<file path="src/urx_sync.sv">
// constants package and input synchroniser for the serial receive front end
`timescale 1ns/100ps
`default_nettype none

package urx_pkg;
  // ----------------------------------------------------------------
  // oversampling and voting positions
  // ----------------------------------------------------------------
  localparam logic [4:0] NORMAL_SPB = 5'h10; // samples per bit, normal mode
  localparam logic [4:0] DOUBLE_SPB = 5'h08; // samples per bit, double speed
  localparam logic [4:0] NORMAL_VOTE_FIRST = 5'h08;
  localparam logic [4:0] DOUBLE_VOTE_FIRST = 5'h04;
  localparam logic [4:0] VOTE_SPAN = 5'h02; // last vote sample minus first
  localparam logic [4:0] FIRST_SAMPLE = 5'h01;
  // ----------------------------------------------------------------
  // frame size limits and reset values
  // ----------------------------------------------------------------
  localparam logic [3:0] MIN_FRAME_BITS = 4'h5;
  localparam logic [3:0] MAX_FRAME_BITS = 4'hA;
  localparam int DIVISOR_WIDTH = 12;
  localparam int DATA_WIDTH = 10;
  localparam logic LINE_IDLE = 1'b1;
  typedef enum logic [1:0] {
    ST_IDLE = 2'b00,
    ST_START = 2'b01,
    ST_DATA = 2'b10,
    ST_STOP = 2'b11
  } urx_state_type;
endpackage : urx_pkg

module urx_sync (
  // clock and reset
  input wire logic i_clk,
  input wire logic i_rst,
  // asynchronous line in, synchronised line out
  input wire logic i_line,
  output logic o_line
);
  logic meta;
  logic next_meta;
  logic next_line;

  // two stages; the line idles high so reset to the idle level
  always_comb begin
    next_meta = i_line;
    next_line = meta;
  end

  always_ff @(posedge i_clk) begin
    if (i_rst) begin
      meta <= urx_pkg::LINE_IDLE;
      o_line <= urx_pkg::LINE_IDLE;
    end else begin
      meta <= next_meta;
      o_line <= next_line;
    end
  end
endmodule : urx_sync

`default_nettype wire

</file>
<file path="src/urx_recovery.sv">
// asynchronous receive clock and data recovery with majority voting
`timescale 1ns/100ps
`default_nettype none

// Notes on behaviour
// - sample at 16x baud, 8x in double speed
// - falling edge while idle starts detection, sample one
// - start qualified by samples 8-10 or 4-6
// - majority high start means noise, resume search
// - realign bit timing on every valid start
// - per-bit counter of 16 or 8 states
// - bit value is majority of three samples
// - vote window from sample 8 or 4
// - recover through first stop bit, ignore others
// - stop voting zero sets frame error flag
// - next start edge seen right after stop vote
// - data plus parity length five to ten bits
// - frame error travels with its frame
// - double speed divides final stage by eight
module urx_recovery (
  // clock and reset
  input wire logic i_clk,
  input wire logic i_rst,
  // serial line and configuration
  input wire logic i_rx_line,
  input wire logic i_double_speed_select,
  input wire logic [11:0] i_baud_divisor_value,
  input wire logic [3:0] i_frame_bits,
  // recovered frame towards the buffer logic
  output logic o_frame_valid,
  output logic [9:0] o_frame_data,
  output logic o_frame_error_flag,
  output logic o_busy
);
  // ----------------------------------------------------------------
  // helpers
  // ----------------------------------------------------------------
  function automatic logic majority(input logic [2:0] s);
    majority = (s[0] & s[1]) | (s[0] & s[2]) | (s[1] & s[2]);
  endfunction : majority

  // out-of-range sizes are clamped so the frame always terminates
  function automatic logic [3:0] clamp_bits(input logic [3:0] n);
    if (n < urx_pkg::MIN_FRAME_BITS) begin
      clamp_bits = urx_pkg::MIN_FRAME_BITS;
    end else if (n > urx_pkg::MAX_FRAME_BITS) begin
      clamp_bits = urx_pkg::MAX_FRAME_BITS;
    end else begin
      clamp_bits = n;
    end
  endfunction : clamp_bits

  // ----------------------------------------------------------------
  // line synchroniser
  // ----------------------------------------------------------------
  logic line_s;

  urx_sync u_sync (
    .i_clk(i_clk),
    .i_rst(i_rst),
    .i_line(i_rx_line),
    .o_line(line_s)
  );

  // ----------------------------------------------------------------
  // oversample tick
  // ----------------------------------------------------------------
  logic [11:0] div_cnt;
  logic [11:0] next_div_cnt;
  logic tick;
  logic next_tick;

  // one tick per divisor+1 clocks; samples per bit set the final division
  always_comb begin
    next_tick = (div_cnt == i_baud_divisor_value);
    next_div_cnt = next_tick ? 12'h000 : div_cnt + 12'h001;
  end

  always_ff @(posedge i_clk) begin
    if (i_rst) begin
      div_cnt <= 12'h000;
      tick <= 1'b0;
    end else begin
      div_cnt <= next_div_cnt;
      tick <= next_tick;
    end
  end

  // ----------------------------------------------------------------
  // recovery state machine
  // ----------------------------------------------------------------
  urx_pkg::urx_state_type state;
  urx_pkg::urx_state_type next_state;
  logic [4:0] cnt;
  logic [4:0] next_cnt;
  logic [2:0] win;
  logic [2:0] next_win;
  logic prev;
  logic next_prev;
  logic [3:0] bit_cnt;
  logic [3:0] next_bit_cnt;
  logic [3:0] nbits;
  logic [3:0] next_nbits;
  logic [9:0] shift;
  logic [9:0] next_shift;
  logic dbl;
  logic next_dbl;
  logic next_frame_valid;
  logic [9:0] next_frame_data;
  logic next_frame_error_flag;
  logic next_busy;
  logic [4:0] spb;
  logic [4:0] vote_last;
  logic [2:0] samples;
  logic vote;

  // mode is captured per frame so a change mid-frame cannot tear timing
  assign spb = dbl ? urx_pkg::DOUBLE_SPB : urx_pkg::NORMAL_SPB;
  assign vote_last = (dbl ? urx_pkg::DOUBLE_VOTE_FIRST : urx_pkg::NORMAL_VOTE_FIRST)
                     + urx_pkg::VOTE_SPAN;
  assign samples = {win[1:0], line_s};
  assign vote = majority(samples);

  // next-state logic; everything advances only on a sample tick
  // cnt numbers the sample taken at the current tick, so the vote
  // window {win[1:0], line_s} at cnt == vote_last is samples 8-10 (4-6)
  always_comb begin
    next_state = state;
    next_cnt = cnt;
    next_win = win;
    next_prev = prev;
    next_bit_cnt = bit_cnt;
    next_nbits = nbits;
    next_shift = shift;
    next_dbl = dbl;
    next_frame_valid = 1'b0;
    next_frame_data = o_frame_data;
    next_frame_error_flag = o_frame_error_flag;
    if (tick) begin
      next_win = samples;
      next_prev = line_s;
      next_cnt = (cnt == spb) ? urx_pkg::FIRST_SAMPLE : cnt + 5'h01;
      case (state)
        urx_pkg::ST_IDLE: begin
          next_cnt = cnt;
          if (prev && !line_s) begin
            next_state = urx_pkg::ST_START;
            // the edge tick took sample one, so the next tick takes sample two
            next_cnt = urx_pkg::FIRST_SAMPLE + 5'h01;
            next_dbl = i_double_speed_select;
            next_nbits = clamp_bits(i_frame_bits);
            next_bit_cnt = 4'h0;
            next_shift = 10'h000;
          end
        end
        urx_pkg::ST_START: begin
          if (cnt == vote_last && vote) begin
            next_state = urx_pkg::ST_IDLE;
          end else if (cnt == spb) begin
            next_state = urx_pkg::ST_DATA;
          end
        end
        urx_pkg::ST_DATA: begin
          if (cnt == vote_last) begin
            next_shift[bit_cnt] = vote;
            next_bit_cnt = bit_cnt + 4'h1;
          end
          if (cnt == spb && bit_cnt == nbits) begin
            next_state = urx_pkg::ST_STOP;
          end
        end
        urx_pkg::ST_STOP: begin
          if (cnt == vote_last) begin
            // idle again at once so the next edge is caught early
            next_state = urx_pkg::ST_IDLE;
            next_frame_valid = 1'b1;
            next_frame_data = shift;
            next_frame_error_flag = !vote;
          end
        end
        default: begin
          next_state = urx_pkg::ST_IDLE;
        end
      endcase
    end
    next_busy = (next_state != urx_pkg::ST_IDLE);
  end

  always_ff @(posedge i_clk) begin
    if (i_rst) begin
      state <= urx_pkg::ST_IDLE;
      cnt <= urx_pkg::FIRST_SAMPLE;
      win <= 3'h7;
      prev <= urx_pkg::LINE_IDLE;
      bit_cnt <= 4'h0;
      nbits <= urx_pkg::MIN_FRAME_BITS;
      shift <= 10'h000;
      dbl <= 1'b0;
      o_frame_valid <= 1'b0;
      o_frame_data <= 10'h000;
      o_frame_error_flag <= 1'b0;
      o_busy <= 1'b0;
    end else begin
      state <= next_state;
      cnt <= next_cnt;
      win <= next_win;
      prev <= next_prev;
      bit_cnt <= next_bit_cnt;
      nbits <= next_nbits;
      shift <= next_shift;
      dbl <= next_dbl;
      o_frame_valid <= next_frame_valid;
      o_frame_data <= next_frame_data;
      o_frame_error_flag <= next_frame_error_flag;
      o_busy <= next_busy;
    end
  end
endmodule : urx_recovery

`default_nettype wire

</file>
<file path="config.mk">
export PLATFORM = sky130hd
export DESIGN_NAME = urx_recovery
export DESIGN_NICKNAME = d
export VERILOG_FILES = /design/src/urx_sync.sv /design/src/urx_recovery.sv
export SDC_FILE = /design/constraint.sdc
export NUM_CORES = 1
export LEC_CHECK = 0
export BUFFER_PORTS_ARGS = -buffer_cell sky130_fd_sc_hd__buf_2
export CELL_PAD_IN_SITES_DETAIL_PLACEMENT = 0
export CELL_PAD_IN_SITES_GLOBAL_PLACEMENT = 1
export CORE_ASPECT_RATIO = 1.5
export CORE_MARGIN = 5
export CORE_UTILIZATION = 30
export DETAILED_ROUTE_END_ITERATION = 16
export PLACE_DENSITY = 0.56
export SYNTH_ARGS = -nofsm -noshare
export SYNTH_HDL_FRONTEND = slang
export SYNTH_SLANG_ARGS = --single-unit
</file>
<file path="constraint.sdc">
create_clock -name i_clk -period 4.9 [get_ports i_clk]
set_clock_uncertainty 0.2 [all_clocks]
set_input_delay 0.98 -clock i_clk [delete_from_list [all_inputs] [get_ports i_clk]]
set_output_delay 0.98 -clock i_clk [all_outputs]
set_load 0.05 [all_outputs]
</file>
==> impl_metrics.yaml <==
synth:
  ys_seq_area_share_pct: 42.6
  synthArstFlopShare_pct: 0
  netlist_area_mm2: 0.00263
  yosysWarnings: 0
  avgSynthCellArea_um2: 9.10
  synth_nets: 317
  netlist_instances: 289
  ys_ff_latch: 56
  synth_edf_count: 0
  synth-main-ff-cell: "dfxtp_1"
  synth_cell_types: 47
critical_path:
  startpoint: "i_rst"
  cp_max_fo: 36
  timing.rr.end: "shift[8]"
  start_kind: "input pin"
  critPathArrivalTime_ns: 2.70
  r2r_slack_ns: 2.43
  endpoint_kind: "register"
  worstPathRequired_ns: 4.92
  r2r_cells: 5
  r2r-start: "state[1]"
  critical_path_class: "input pin to register"
routing:
  remaining_drc_errors: 0
  drt_iter0_markers: 77
  met1_length_um: 2190
  drt-total-wl_um: 5380
  highest_layer: "met4"
  antenna_left: 0
  wl_met3_um: 184
  via_per_inst: 4.67
  met2_length_um: 2900
  via_count: 1994
  wl_per_cell_um: 12.6
  drt-pass1-iter-count: 4
sta:
  whs_ns: 0.221
  rsz0062_at_grt: "no"
  finalSetupTns_ns: 0
  hold_violations: 0
  max_freq_mhz: 373
  drv_slew: 0
  post-route-period-util_pct: 54.7
  setup_viol: 0
  period_needed_ns: 2.68
  max_slew.worst_pin.slew_ns: 0.860
  slew_headroom_pct: 42.4
clocking:
  ctsLongestPathBuffers: 2
  cts_max_level: 2
  post_cts_resized: 0
  cts_tree: "built"
  insertion_delay_ns: 0.29
  path_clk_slew_ns: 0.07
  clock_sinks: 56
  cts_made_buffers: 5
  ctsHoldBuffers: 0
  root_buffer: "clkbuf_16"
  cts_setup_buffers: 0
floorplanning:
  dieWidth_um: 86.4
  num_rows: 41
  core-area_mm2: 0.00852
  die_h_um: 125
  dieArea_mm2: 0.0108
  io_pins: 33
  initial_core_util_pct: 30.9
run_status:
  status: "complete, no violations"
finish:
  num-nets-final: 347
  layout_common_cells: "dfxtp_1, nor2_1, buf_2"
  final_common_cell: "dfxtp_1"
  fillers: 910
  area_growth_pct: 14.9
  diodes: 0
  drive_above_1_share_pct: 15.6
power:
  power_frac_clock_pct: 41.7
  power_frac_seq_pct: 54.6
  ir_drop_uv: 157
  p_sw_mw: 0.186
  comb_power_share_pct: 3.7
  p_per_area_mw_per_mm2: 280
  leakage_nw: 1.39
  power.share.switching_pct: 22.0
  internal_power_mw: 0.660
worst_hold_path:
  hp-start: "u_sync.meta"
  hold_end: "u_sync.o_line"
  min_path_cells: 1
  hold_path_class: "register to register"
placed_design:
  gp_congestion: 0.726
  dp_hpwl_um: 3990
  numPortBuffers: 32
grt:
  grt_pass1_wl_um: 9130
  grt_use_total_pct: 10.5
  antenna_found_initial: 0
  grt_max_degree: 37
  grt_pass1_vias: 1936
  grt-ovfl-total: 0
job:
  cap_viol_max_count: 0
-- stage by stage --
| step | utilization (%) | std cells | instance area, um^2 | total power [mW] | setup WS, ns |
|---|---|---|---|---|---|
| 3_5_place_dp | 33.8 | 419 | 2880 | 0.505 | 1.77 |
| 5_1_grt | 35.5 | 427 | 3020 | 0.886 | 1.94 |
| 2_1_floorplan | - | 289 | 2630 | 0.490 | 2.64 |
| 3_3_place_gp | 33.8 | 419 | 2880 | 0.504 | 1.91 |
| 6_report | 35.5 | 427 | 3020 | 0.846 | 2.22 |
| 4_1_cts | 35.5 | 427 | 3020 | 0.864 | 2.10 |
-- layout make-up --
class | count | area (um^2) | area share, %
Tap cell | 107 | 134 | 4.43
Sequential cell | 56 | 1120 | 37.1
Multi-Input combinational cell | 213 | 1410 | 46.7
Clock inverter | 3 | 18.8 | 0.622
Inverter | 9 | 33.8 | 1.12
Clock buffer | 5 | 125 | 4.14
Timing Repair Buffer | 34 | 175 | 5.80
-- cell usage after synthesis (2+ instances only) --
library cell   n  area share [%]
nor2_1        36             5.1
nor3_1         2            0.38
nand4_1        3            0.71
a21boi_0       2            0.57
and2b_1        2            0.57
buf_6          2            0.86
and3_1         3            0.71
nand2b_1       5             1.2
or3_1          3            0.71
nor2b_1        5             1.2
dfxtp_1       56              43
and3b_1        2            0.67
a311oi_1       2            0.67
nand2_1       29             4.1
buf_2          2            0.38
or2_2          3            0.71
xor2_1        24             8.0
nor4_1         4            0.95
inv_1          9             1.3
ha_1           8             3.8
nor3b_1        2            0.57
clkbuf_1       5            0.71
a21oi_1       10             1.9
nand3_1       18             3.4
xnor2_1        5             1.7
o21ai_0        4            0.76
mux2i_1       23             8.8
-- layer usage --
metal	vias to the layer above	GRT usage, %
met4	0	4.40
li1	1032	-
met1	926	11.5
met5	-	0
met2	29	19.0
met3	7	2.25
-- cell families (layout without fill, tap and decap cells) --
group	after synthesis	in the layout	share of synthesized area [%]
xor gates and xnor gates	29	29	9.66
and+or+nand+nor	123	123	23.1
adders and majority gates	9	9	4.19
buffers and inverters	20	51	3.66
muxes	23	23	8.76
AOI/OAI and AO/OA	29	29	8.00
DFF	56	56	42.6
-- how the worst max path moves through the flow --
stage | end | cells after the start | slack (ns)
2_1_floorplan | div_cnt[11] | 6 | 2.64
3_3_place_gp | shift[2] | 4 | 1.91
3_5_place_dp | shift[2] | 4 | 1.77
4_1_cts | shift[1] | 4 | 2.10
5_1_grt | shift[7] | 4 | 1.94
6_report | shift[8] | 4 | 2.22
-- registers in the layout, summed over array words and instances (netlist names), 2 cells and up --
| register | count |
|---|---|
| div_cnt | 12 |
| o_frame_data | 10 |
| shift | 10 |
| cnt | 5 |
| bit_cnt | 4 |
| nbits | 4 |
| state | 2 |
| win | 2 |
-- power groups by stage --
stage	combinational [mW]	sequential [mW]	clock, mW
2_1_floorplan	0.0190	0.471	0
4_1_cts	0.0324	0.461	0.371
6_report	0.0311	0.462	0.353
3_3_place_gp	0.0322	0.472	0
5_1_grt	0.0355	0.462	0.388
3_5_place_dp	0.0324	0.472	0
-- critical path, stage by stage --
cell,delay [ns]
buf_2,0.31
nor2_1,0.76
nand2_1,0.41
mux2i_1,0.22
(Power assumes the default switching activity.)
